## src/verilog/adcp_regs.vh

```
`ifndef ADCP_REGS_VH
`define ADCP_REGS_VH

// ----------------------------------------------------------------------------
// Timing
// ----------------------------------------------------------------------------
`define ADCP_CLK_PERIOD_PS   4000
`define ADCP_PD_DELAY_NS     50
`define ADCP_CONV_TICKS      4'hF
`define ADCP_SAR_LAST_TICK   4'h7
`define ADCP_SW_SAMPLE_TICKS 3'h6
`define ADCP_OSC_SLOW_DIV    8'h19
`define ADCP_OSC_FAST_DIV    8'h0D

// ----------------------------------------------------------------------------
// Bus register offsets (byte addresses)
// ----------------------------------------------------------------------------
`define ADCP_OFS_STATUS      4'h0
`define ADCP_OFS_MASK        4'h4
`define ADCP_OFS_CONFIG      4'h8
`define ADCP_OFS_RESULT      4'hC

// ----------------------------------------------------------------------------
// Interrupt status and mask bits
// ----------------------------------------------------------------------------
`define ADCP_EV_DONE         0
`define ADCP_EV_CFG          1
`define ADCP_EV_AUTOPD       2
`define ADCP_EV_WIDTH        3

// ----------------------------------------------------------------------------
// Control register fields and indices
// ----------------------------------------------------------------------------
`define ADCP_IDX_FIRST       2'h0
`define ADCP_IDX_SECOND      2'h1
`define ADCP_CR0_STARTSW     5
`define ADCP_CR0_EOCLEVEL    4
`define ADCP_CR0_EXTCLK      3
`define ADCP_CR0_SWPD        2
`define ADCP_CR1_OSCFAST     4
`define ADCP_CR1_TWOS        1
`define ADCP_CR_RESET        6'h00
`define ADCP_MASK_RESET      3'h0

`endif

```

## src/verilog/adcp_ctrl.v

```verilog
// Behaviour
// - Each result is one 8-bit code, one channel.
// - Dummy read with write low loads defaults.
// - Auto power-down 50 ns after conversion ends.
// - Top two data bits select the control register.
// - Strobes ignored while device select is high.
// - Start pin: fall samples, rise converts.
// - Read fall with select drives result out.
// - Write rise with select captures configuration.
// - Software start: write rise starts sampling.
// - Grounded write strobe means default mode only.
// - Successive approximation against DAC and comparator.
// - Conversion takes 16 conversion clock periods.
// - Level mode frames conversion; pulse mode interrupts.
// - Later samples start on read rise; convert after 6.
// - Host writes index D7..D6 and six control bits.
`timescale 1ns/1ps
`include "adcp_regs.vh"

module adcp_ctrl
(
    input  wire        core_clk,
    input  wire        srst,
    input  wire        cs_n,
    input  wire        rd_n,
    input  wire        wr_n,
    input  wire        sample_convert_pin_n,
    input  wire        ext_clk,
    input  wire        comp_high,
    input  wire [7:0]  data_in,
    output reg  [7:0]  data_out,
    output reg         data_oe,
    output reg         eoc_int_n,
    output reg  [7:0]  dac_code,
    output reg         sample_hold,
    output reg         auto_pd,
    output reg         deep_pd,
    input  wire [3:0]  avs_address,
    input  wire        avs_read,
    input  wire        avs_write,
    input  wire [31:0] avs_writedata,
    output reg  [31:0] avs_readdata,
    output reg         avs_waitrequest,
    output reg         irq
);

    localparam integer PD_CYCLES_I =
        (`ADCP_PD_DELAY_NS * 1000 + `ADCP_CLK_PERIOD_PS - 1)
        / `ADCP_CLK_PERIOD_PS;
    localparam [4:0] PD_CYCLES = PD_CYCLES_I[4:0];

    localparam [1:0] ST_IDLE    = 2'h0;
    localparam [1:0] ST_SAMPLE  = 2'h1;
    localparam [1:0] ST_CONVERT = 2'h2;

    // ------------------------------------------------------------------------
    // Pin synchronisers
    // ------------------------------------------------------------------------
    // Bus order: cs, rd, wr, start pin, external clock, comparator, data.
    localparam integer NSYNC = 14;

    wire [NSYNC-1:0] pin_raw;
    reg  [NSYNC-1:0] sync_a;
    reg  [NSYNC-1:0] sync_b;
    reg  [NSYNC-1:0] sync_c;

    assign pin_raw = {data_in, comp_high, ext_clk, sample_convert_pin_n,
                      wr_n, rd_n, cs_n};

    genvar gi;
    generate
        for (gi = 0; gi < NSYNC; gi = gi + 1)
        begin : g_sync
            always @(posedge core_clk)
            begin
                if (srst)
                begin
                    sync_a[gi] <= (gi < 4) ? 1'b1 : 1'b0;
                    sync_b[gi] <= (gi < 4) ? 1'b1 : 1'b0;
                    sync_c[gi] <= (gi < 4) ? 1'b1 : 1'b0;
                end
                else
                begin
                    sync_a[gi] <= pin_raw[gi];
                    sync_b[gi] <= sync_a[gi];
                    sync_c[gi] <= sync_b[gi];
                end
            end
        end
    endgenerate

    wire       cs_s     = sync_b[0];
    wire       sel      = ~cs_s;
    wire       rd_fall  = ~sync_b[1] & sync_c[1];
    wire       rd_rise  = sync_b[1] & ~sync_c[1];
    wire       wr_low   = ~sync_b[2];
    wire       wr_rise  = sync_b[2] & ~sync_c[2];
    wire       st_fall  = ~sync_b[3] & sync_c[3];
    wire       st_rise  = sync_b[3] & ~sync_c[3];
    wire       ext_rise = sync_b[4] & ~sync_c[4];
    wire       comp_s   = sync_b[5];
    wire [7:0] bus_s    = sync_b[13:6];

    // Strobes only count while the device is selected.
    wire rd_fall_sel = rd_fall & sel;
    wire rd_rise_sel = rd_rise & sel;
    wire wr_rise_sel = wr_rise & sel;

    // ------------------------------------------------------------------------
    // Functions
    // ------------------------------------------------------------------------
    function [7:0] adcp_out_code;
        input [7:0] raw;
        input       twos;
        begin
            adcp_out_code = {raw[7] ^ twos, raw[6:0]};
        end
    endfunction

    function [5:0] adcp_field;
        input [7:0] bus;
        input [1:0] idx;
        input [5:0] old;
        begin
            adcp_field = (bus[7:6] == idx) ? bus[5:0] : old;
        end
    endfunction

    // ------------------------------------------------------------------------
    // Control registers
    // ------------------------------------------------------------------------
    reg  [5:0] control_register_first;
    reg  [5:0] control_register_second;
    reg        hw_cfg;
    reg        sw_armed;

    wire start_sw  = control_register_first[`ADCP_CR0_STARTSW];
    wire eoc_level = control_register_first[`ADCP_CR0_EOCLEVEL];
    wire clk_ext   = control_register_first[`ADCP_CR0_EXTCLK];
    wire swpd      = control_register_first[`ADCP_CR0_SWPD];
    wire osc_fast  = control_register_second[`ADCP_CR1_OSCFAST];
    wire out_twos  = control_register_second[`ADCP_CR1_TWOS];

    wire dummy_rd  = rd_fall_sel & wr_low;

    always @(posedge core_clk)
    begin
        if (srst)
        begin
            control_register_first  <= `ADCP_CR_RESET;
            control_register_second <= `ADCP_CR_RESET;
            hw_cfg                  <= 1'b0;
        end
        else if (dummy_rd)
        begin
            // A write strobe stuck low never rises, so defaults rule.
            control_register_first  <= `ADCP_CR_RESET;
            control_register_second <= `ADCP_CR_RESET;
            hw_cfg                  <= 1'b1;
        end
        else if (wr_rise_sel)
        begin
            control_register_first  <= adcp_field(bus_s,
                `ADCP_IDX_FIRST, control_register_first);
            control_register_second <= adcp_field(bus_s,
                `ADCP_IDX_SECOND, control_register_second);
            hw_cfg                  <= 1'b0;
        end
    end

    // ------------------------------------------------------------------------
    // Conversion clock
    // ------------------------------------------------------------------------
    reg  [7:0] osc_cnt;
    reg        osc_tick;
    wire [7:0] osc_div = osc_fast ? `ADCP_OSC_FAST_DIV : `ADCP_OSC_SLOW_DIV;

    always @(posedge core_clk)
    begin
        if (srst || osc_cnt >= osc_div - 8'h01)
        begin
            osc_cnt  <= 8'h00;
            osc_tick <= ~srst;
        end
        else
        begin
            osc_cnt  <= osc_cnt + 8'h01;
            osc_tick <= 1'b0;
        end
    end

    wire conv_tick = clk_ext ? ext_rise : osc_tick;

    // ------------------------------------------------------------------------
    // Sampling and conversion sequencer
    // ------------------------------------------------------------------------
    reg [1:0] state;
    reg [3:0] conv_cnt;
    reg [2:0] samp_cnt;
    reg [7:0] result;
    reg       done_pulse;
    reg       int_hold;
    reg [1:0] cmp_wait;
    reg       tick_pend;

    // The comparator reaches us through two flops, so a tick that comes
    // right after a new trial code is held back until the answer settles.
    wire conv_go   = (conv_tick | tick_pend) & (cmp_wait == 2'h0);
    // The write that turns software start on must start sampling too.
    wire wr_sw     = wr_rise_sel & ((bus_s[7:6] == `ADCP_IDX_FIRST)
                     ? bus_s[`ADCP_CR0_STARTSW] : start_sw);
    wire sw_start  = wr_sw |
                     (start_sw & sw_armed & rd_rise_sel);
    wire hw_start  = ~start_sw & st_fall;
    wire start_smp = (state != ST_CONVERT) & (sw_start | hw_start);
    wire [7:0] bit_mask = 8'h80 >> conv_cnt[2:0];
    wire [7:0] sar_keep = comp_s ? dac_code : (dac_code & ~bit_mask);
    wire [7:0] sar_next = (conv_cnt[2:0] == 3'h7) ? sar_keep
                          : (sar_keep | (bit_mask >> 1));

    always @(posedge core_clk)
    begin
        if (srst)
        begin
            state       <= ST_IDLE;
            conv_cnt    <= 4'h0;
            samp_cnt    <= 3'h0;
            result      <= 8'h00;
            dac_code    <= 8'h00;
            sample_hold <= 1'b0;
            done_pulse  <= 1'b0;
            sw_armed    <= 1'b0;
            cmp_wait    <= 2'h0;
            tick_pend   <= 1'b0;
        end
        else
        begin
            done_pulse <= 1'b0;
            if (cmp_wait != 2'h0)
            begin
                cmp_wait <= cmp_wait - 2'h1;
            end
            tick_pend <= (state == ST_CONVERT) & (conv_tick | tick_pend)
                         & (cmp_wait != 2'h0);
            if (wr_sw)
            begin
                sw_armed <= 1'b1;
            end
            else if (!start_sw)
            begin
                sw_armed <= 1'b0;
            end
            case (state)
                ST_IDLE:
                begin
                    if (start_smp)
                    begin
                        state       <= ST_SAMPLE;
                        samp_cnt    <= 3'h0;
                        sample_hold <= 1'b1;
                    end
                end
                ST_SAMPLE:
                begin
                    if (start_sw && conv_tick)
                    begin
                        samp_cnt <= samp_cnt + 3'h1;
                    end
                    if ((!start_sw && st_rise) ||
                        (start_sw && conv_tick &&
                         samp_cnt == `ADCP_SW_SAMPLE_TICKS - 3'h1))
                    begin
                        state       <= ST_CONVERT;
                        conv_cnt    <= 4'h0;
                        sample_hold <= 1'b0;
                        dac_code    <= 8'h80;
                        cmp_wait    <= 2'h3;
                    end
                end
                ST_CONVERT:
                begin
                    if (conv_go)
                    begin
                        conv_cnt <= conv_cnt + 4'h1;
                        if (conv_cnt <= `ADCP_SAR_LAST_TICK)
                        begin
                            dac_code <= sar_next;
                            cmp_wait <= 2'h3;
                        end
                        if (conv_cnt == `ADCP_SAR_LAST_TICK)
                        begin
                            result <= sar_next;
                        end
                        if (conv_cnt == `ADCP_CONV_TICKS)
                        begin
                            state      <= ST_IDLE;
                            done_pulse <= 1'b1;
                        end
                    end
                end
                default:
                begin
                    state <= ST_IDLE;
                end
            endcase
        end
    end

    // ------------------------------------------------------------------------
    // End-of-conversion pin, power-down and data bus
    // ------------------------------------------------------------------------
    reg [4:0] pd_cnt;
    reg       pd_run;
    reg       pd_enter;

    always @(posedge core_clk)
    begin
        if (srst)
        begin
            eoc_int_n <= 1'b1;
            int_hold  <= 1'b0;
            pd_cnt    <= 5'h00;
            pd_run    <= 1'b0;
            pd_enter  <= 1'b0;
            auto_pd   <= 1'b0;
            deep_pd   <= 1'b0;
            data_out  <= 8'h00;
            data_oe   <= 1'b0;
        end
        else
        begin
            // Pulse mode holds the pulse for one conversion clock period.
            if (eoc_level)
            begin
                eoc_int_n <= (state != ST_CONVERT);
                int_hold  <= 1'b0;
            end
            else if (done_pulse)
            begin
                eoc_int_n <= 1'b0;
                int_hold  <= 1'b1;
            end
            else if (int_hold && conv_tick)
            begin
                eoc_int_n <= 1'b1;
                int_hold  <= 1'b0;
            end
            else if (!int_hold)
            begin
                eoc_int_n <= 1'b1;
            end
            pd_enter <= 1'b0;
            if (start_smp)
            begin
                pd_run  <= 1'b0;
                auto_pd <= 1'b0;
            end
            else if (done_pulse)
            begin
                pd_run <= 1'b1;
                pd_cnt <= 5'h01;
            end
            else if (pd_run)
            begin
                if (pd_cnt >= PD_CYCLES - 5'h01)
                begin
                    pd_run   <= 1'b0;
                    auto_pd  <= 1'b1;
                    pd_enter <= 1'b1;
                end
                else
                begin
                    pd_cnt <= pd_cnt + 5'h01;
                end
            end
            deep_pd <= swpd | cs_s;
            if (rd_fall_sel)
            begin
                data_out <= adcp_out_code(result, out_twos);
                data_oe  <= 1'b1;
            end
            else if (rd_rise || !sel)
            begin
                data_oe <= 1'b0;
            end
        end
    end

    // ------------------------------------------------------------------------
    // Avalon-MM slave and interrupt
    // ------------------------------------------------------------------------
    reg  [`ADCP_EV_WIDTH-1:0] ev_status;
    reg  [`ADCP_EV_WIDTH-1:0] ev_mask;
    wire [`ADCP_EV_WIDTH-1:0] ev_set = {pd_enter, wr_rise_sel, done_pulse};
    wire                      bus_wr = avs_write & ~avs_waitrequest;
    wire [`ADCP_EV_WIDTH-1:0] ev_clr =
        (bus_wr && avs_address == `ADCP_OFS_STATUS)
        ? avs_writedata[`ADCP_EV_WIDTH-1:0] : {`ADCP_EV_WIDTH{1'b0}};

    always @(posedge core_clk)
    begin
        if (srst)
        begin
            ev_status       <= {`ADCP_EV_WIDTH{1'b0}};
            ev_mask         <= `ADCP_MASK_RESET;
            irq             <= 1'b0;
            avs_waitrequest <= 1'b1;
            avs_readdata    <= 32'h0000_0000;
        end
        else
        begin
            // A new event beats a clear arriving in the same cycle.
            ev_status <= (ev_status & ~ev_clr) | ev_set;
            irq       <= |(((ev_status & ~ev_clr) | ev_set) & ev_mask);
            if (bus_wr && avs_address == `ADCP_OFS_MASK)
            begin
                ev_mask <= avs_writedata[`ADCP_EV_WIDTH-1:0];
            end
            if ((avs_read || avs_write) && avs_waitrequest)
            begin
                avs_waitrequest <= 1'b0;
                case (avs_address)
                    `ADCP_OFS_STATUS:
                        avs_readdata <= {29'h0, ev_status};
                    `ADCP_OFS_MASK:
                        avs_readdata <= {29'h0, ev_mask};
                    `ADCP_OFS_CONFIG:
                        avs_readdata <= {15'h0, hw_cfg, 2'h0,
                                         control_register_second,
                                         2'h0, control_register_first};
                    `ADCP_OFS_RESULT:
                        avs_readdata <= {20'h0, deep_pd, auto_pd, state,
                                         adcp_out_code(result, out_twos)};
                    default:
                        avs_readdata <= 32'h0000_0000;
                endcase
            end
            else
            begin
                avs_waitrequest <= 1'b1;
            end
        end
    end

endmodule

```

## config.mk

```make
export PLATFORM = sky130hd
export DESIGN_NAME = adcp_ctrl
export DESIGN_NICKNAME = d
export VERILOG_FILES = /design/src/verilog/adcp_ctrl.v
export VERILOG_INCLUDE_DIRS = /design/src /design/src/verilog
export SDC_FILE = /design/constraint.sdc
export NUM_CORES = 1
export LEC_CHECK = 0
export BUFFER_PORTS_ARGS = -buffer_cell sky130_fd_sc_hd__buf_2
export CORE_MARGIN = 2
export CORE_UTILIZATION = 49
export CTS_CLUSTER_DIAMETER = 50
export DETAILED_ROUTE_END_ITERATION = 7
export PLACE_DENSITY_LB_ADDON = 0.15
export SYNTH_ARGS = -nofsm -noshare
export SYNTH_HDL_FRONTEND = slang
export SYNTH_SLANG_ARGS = --single-unit
export TNS_END_PERCENT = 50
```

## constraint.sdc

```tcl
create_clock -name core_clk -period 1.6 [get_ports core_clk]
set_input_delay 0.16 -clock core_clk [delete_from_list [all_inputs] [get_ports core_clk]]
set_output_delay 0.16 -clock core_clk [all_outputs]
set_load 0.01 [all_outputs]
```

# After elaboration in Yosys (flattened, before gate mapping)

Index checks and enable logic that the tools add are counted.

Output and inout port bits: 55
Register bits: 145
Logic and storage cells: 228

Reduce and logical (&&, ||, !) cells: 39
Bitwise operators: 47
Equal/unequal tests: 20
Magnitude comparators: 3
Multiplexer cells: 51
Add/sub/neg operators: 6
Shift operators: 1

Operators by type and width:

| cell                                            | number |
|---|---|
| case mux 17 bit (4 select lines)                | 1 |
| two-way mux 8 bit                               | 5 |
| two-way mux 1 bit                               | 22 |
| two-way mux 5 bit                               | 4 |
| AND 1 bit                                       | 19 |
| AND reduction 3 bit                             | 6 |
| two-way mux 2 bit                               | 8 |
| inverter 1 bit                                  | 16 |
| case mux 8 bit (2 select lines)                 | 1 |
| nonzero test 2 bit                              | 7 |
| == test 4 bit, second input constant            | 3 |
| inequality test 2 bit, second input constant    | 6 |
| two-way mux 3 bit                               | 3 |
| adder 8 x 1 -> 8 bit, second input constant     | 1 |
| AND 8 bit                                       | 1 |
| == test 4 x 3 -> 1 bit, second input constant   | 2 |
| >= comparator 8 bit                             | 1 |
| two-way mux 4 bit                               | 2 |
| inverter 8 bit                                  | 1 |
| bitwise OR 8 x 7 -> 8 bit                       | 1 |
| case mux 4 bit (2 select lines)                 | 1 |
| AND reduction 4 bit                             | 2 |
| >> shifter 8 x 3 -> 8 bit, first input constant | 1 |
| logical AND 1 bit                               | 7 |
| other kinds (29)                                | 46 |

# Depth between registers and ports, before layout

Depth after elaboration: 9
Depth in mapped cells: 8

# Least setup slack after synthesis

Ideal clock, no wire load.

Path kind: reg2reg
Start: register state[0]
End: register result[3]
Path slack: -157 ps
Data arrival time: 1,672 ps
Data required time: 1,514 ps
Stages on the path, launching flop included: 9
Path through: dfxtp_1 -> inv_1 -> ha_1 -> clkbuf_8 -> nand2_1 -> nor3_2 -> buf_2 -> nor2_1 -> a211oi_1

Cells in the longest elaborated chain, start to end: 2

RTL lines:

| item                          | line            | text |
|---|---|---|
| from (decl)                   | adcp_ctrl.v:197 | `reg [1:0] state;` |
| from (signal assigned)        | adcp_ctrl.v:225 | `state <= ST_IDLE;` |
| from (signal assigned)        | adcp_ctrl.v:258 | `state <= ST_SAMPLE;` |
| from (signal assigned)        | adcp_ctrl.v:273 | `state <= ST_CONVERT;` |
| == test 2 bit                 | adcp_ctrl.v:253 | `case (state)` |
| AND reduction 3 bit (no line) | --              |  |
| to (signal assigned)          | adcp_ctrl.v:292 | `result <= sar_next;` |
| to (decl)                     | adcp_ctrl.v:200 | `reg [7:0] result;` |

No other way between the ends.
A chain may end at the register's enable or synchronous reset.

# Worst setup path in the final report

Start: register control_register_first[3]
End: register dac_code[7]

Cells in the longest elaborated chain, start to end: 6

RTL lines:

| item                              | line            | text |
|---|---|---|
| from (decl)                       | adcp_ctrl.v:132 | `reg [5:0] control_register_first;` |
| from (signal assigned)            | adcp_ctrl.v:150 | `` control_register_first <= `ADCP_CR_RESET; `` |
| from (signal assigned)            | adcp_ctrl.v:157 | `` control_register_first <= `ADCP_CR_RESET; `` |
| from (signal assigned)            | adcp_ctrl.v:163 | `control_register_first <= adcp_field(bus_s,` |
| two-way mux 1 bit (*)             | adcp_ctrl.v:192 | `wire conv_tick = clk_ext ? ext_rise : osc_tick;` |
| logical AND 1 bit (2 in a row)    | adcp_ctrl.v:270 | `(start_sw && conv_tick &&` |
| logical OR 1 bit                  | adcp_ctrl.v:269 | `if ((!start_sw && st_rise) \|\|` |
| inequality test 2 bit (no line)   | --              |  |
| AND reduction 4 bit (no line) (*) | --              |  |
| to (signal assigned)              | adcp_ctrl.v:287 | `dac_code <= sar_next;` |
| to (decl)                         | adcp_ctrl.v:34  | `output reg [7:0] dac_code,` |

Every way passes the cells marked *; elsewhere a longest branch is shown, timed or not.

==> results_dict.tcl <==
set metrics [dict create \
    coreArea_sq_um 10700 \
    synthTopCellsByCount "128 x dfxtp_1, 71 x nor2_1, 34 x nand2_1" \
    cts_root_buffer "clkbuf_8" \
    synth_xor_area_share_pct 0.659 \
    crit_path_max_fanout 6 \
    preCtsSetupSlack_ns -0.240 \
    rsz0062_at_grt "yes" \
    synth_top_family_by_area "simple AND/OR/NAND/NOR gates" \
    fill_cells 852 \
    synth-edff-count 0 \
    drc 0 \
    synth_compound_area_share_pct 14.3 \
    worstPathCellList "and3b_2, o32ai_2, a211oi_4, buf_6, a31o_2, a21oi_1" \
    yosys.area_share.simple_pct 20.1 \
    hp-class "primary input to register" \
    ys_seq_area_share_pct 48.2 \
    htree_levels 4 \
    drv_cap 0 \
    wl_per_cell_um 14.5 \
    worst_pin_slew_ns 0.513 \
    maxSlewViolCount 0 \
    die_w_um 108 \
    arrival_ns 2.15 \
    muxShareOfSynthArea_pct 5.41 \
    synthesis.area_sq_um 5320 \
    violations "negative setup slack" \
    synth-main-ff-cell "dfxtp_1" \
    vias 4401 \
    ant_nets 0 \
    peakVddDrop_uv 562 \
    antenna_found_initial 0 \
    dieArea_sq_um 11700 \
    place_hpwl_mm 8.82 \
    die_height_um 108 \
    via_per_inst 5.16 \
    synth_cell_types 65 \
    path_clk_slew_ns 0.06 \
    setup_viol 29 \
    cts_tree "built" \
    async_reset_ff_share_pct 0 \
    required_ns 2.05 \
    area_growth_pct 34.0 \
    fin_ws_ns -0.103 \
    synth.most_common_cell "dfxtp_1" \
    fmax_ghz 0.587 \
    max_stage_delay_ns 0.45 \
    final_util_pct 66.6 \
    synth_top_cell_by_area "dfxtp_1" \
    cp_slowest_cell "o32ai_2" \
    numCtsBuffers 17 \
    synth.avg_cell_area_sq_um 9.50 \
    synth_top_area_share_pct 48.2 \
    grt_max_degree 45 \
    rows 38 \
    yosysWarnings 0 \
    criticalPathCategory "register to register" \
    cts.sinks 128 \
    finalNetCount 772 \
    drtIter0Drc 194 \
    ys_seq_elements 128 \
    period_share_pct 106 \
    clk_latency_ns 0.52 \
    grt_pass1_wl_mm 19.9 \
    grt_pass1_vias 4155 \
    power_density_nw_per_um2 1030 \
    worstSetupEndpointType "register" \
    diodes 0 \
    hold_viol_final 0 \
    drtPass1Iterations 5 \
    cp-start-kind "register" \
    yosys-top-cells-area "dfxtp_1 48%, nor2_1 5.0%, mux2i_1 4.1%" \
    synthCells 560 \
    grtUsageTotal_pct 21.9 \
    start_util_pct 49.7 \
    worst-path-buf-inv 1 \
    p_leak_nw 2.86 \
    synth_fa_ha_area_share_pct 4.19 \
    routed_wl_mm 12.3 \
    fin_worst_skew_ns 0.0111 \
    ios 109 \
    maxSlewHeadroom_pct 65.8 \
    multi_input_area_sq_um 2700 \
    final-seq-area_sq_um 2580 \
    final.min_clock_period_ns 1.70 \
    gp_congestion 0.909 \
    io_buffers 62 \
    gr-total-overflow 0 \
    post_route_cells_drive_above_1_share_pct 33.1 \
    crit_family "compound AO/OA/AOI/OAI gates" \
    clockBufferDepth 2 \
    status "complete, but fails checks" \
]
==> stage by stage <==
step	setup TNS, ns	hold WS (ns)	cells	cell area [sq um]	power, mW
2_1_floorplan	-0.644	0.264	578	5440	3.68
3_3_place_gp	-2.26	0.346	795	6070	3.82
3_5_place_dp	-4.20	0.345	795	6070	3.84
4_1_cts	-0.941	0.0395	849	7000	7.43
5_1_grt	-3.66	0.0506	853	7130	7.65
6_report	-1.30	0.0436	853	7130	7.37
==> flip-flops by register name, indices dropped and copies added (netlist names), 2 cells and up <==
register,flops
pd_cnt,5
ev_mask,3
bus_s,8
sync_a,14
state,2
data_out,8
samp_cnt,3
sync_b,4
ev_status,3
result,8
osc_cnt,8
dac_code,8
avs_readdata,15
cmp_wait,2
conv_cnt,4
control_register_first,6
sync_c,4
control_register_second,6
==> final cells by class <==
cell class,instances,share of cell area [%]
Inverter,23,1.25
Clock inverter,12,1.69
Timing Repair Buffer,147,14.6
Tap cell,140,2.46
Clock buffer,19,5.92
Sequential cell,128,36.2
Multi-Input combinational cell,384,37.8
==> path summary, 6_finish.rpt <==
check | from | to | slack [ns] | cells after the start
min | avs_address[1] | avs_readdata[0]$_SDFFE_PP0P_ | 0.04 | 4
max reg2reg | control_register_first[3]$_SDFFE_PP0P_ | dac_code[7]$_SDFFE_PP0P_ | -0.10 | 6
max | control_register_first[3]$_SDFFE_PP0P_ | dac_code[7]$_SDFFE_PP0P_ | -0.10 | 6
min reg2reg | sync_a[0]$_SDFF_PP1_ | cs_s$_SDFF_PP1_ | 0.41 | 1
==> cells by family after synthesis <==
group | count (synthesis)
flip-flops | 128
other | 1
buffers and inverters | 66
adder cells (fa/ha/maj) | 18
AND/OR/NAND/NOR | 215
AO/OA/AOI/OAI | 103
XOR/XNOR | 4
multiplexers | 25
==> what timing repair did <==
item	CTS	global route
hold buffers	18	0
pin swaps	13	13
endpoints found under the hold margin	22	0
gates resized for setup	39	27
buffers inserted	5	4
endpoints found under the setup margin	32	39
==> worst reg2reg max path: cells and delay by family (launching register included) <==
family / cells / cell delay [ns]
buf+inv: 1 / 0.15
flops: 1 / 0.36
simple gates: 1 / 0.27
compound gates: 4 / 0.86
==> per-layer routing <==
metal | routed length [um] | track usage (%) | vias up | share of wire (%)
met5 | 0 | 0 | - | 0
met4 | 188 | 7.97 | 0 | 1.5
met3 | 607 | 5.12 | 14 | 4.9
met2 | 6050 | 36.3 | 108 | 49
met1 | 5480 | 27.9 | 2070 | 44
li1 | - | - | 2209 | -
==> power by group <==
| group | internal [mW] | leakage (nW) | switching [mW] |
|---|---|---|---|
| sequential | 3.26 | 1.04 | 0.0365 |
| combinational | 0.264 | 1.55 | 0.293 |
| clock | 2.19 | 0.271 | 1.34 |
==> cell usage in the layout (no fill, tap or decap), types with 7 or more instances in the layout <==
cell type / synthesis / routed
dfxtp_1: 128 / 119
nor2_1: 71 / 70
buf_2: 1 / 62
buf_4: 18 / 59
nand2_1: 34 / 32
a21oi_1: 32 / 26
nor2b_1: 25 / 22
nand3_1: 24 / 22
mux2i_1: 22 / 21
inv_1: 23 / 20
conb_1: 1 / 19
dlygate4sd3_1: 0 / 18
clkbuf_16: 0 / 16
nor3_1: 17 / 15
ha_1: 17 / 14
or2_2: 10 / 10
a211oi_1: 12 / 8
a22oi_1: 8 / 8
a221oi_1: 7 / 7
clkinv_2: 0 / 7
Note: power is estimated with default switching activity, not from simulation.
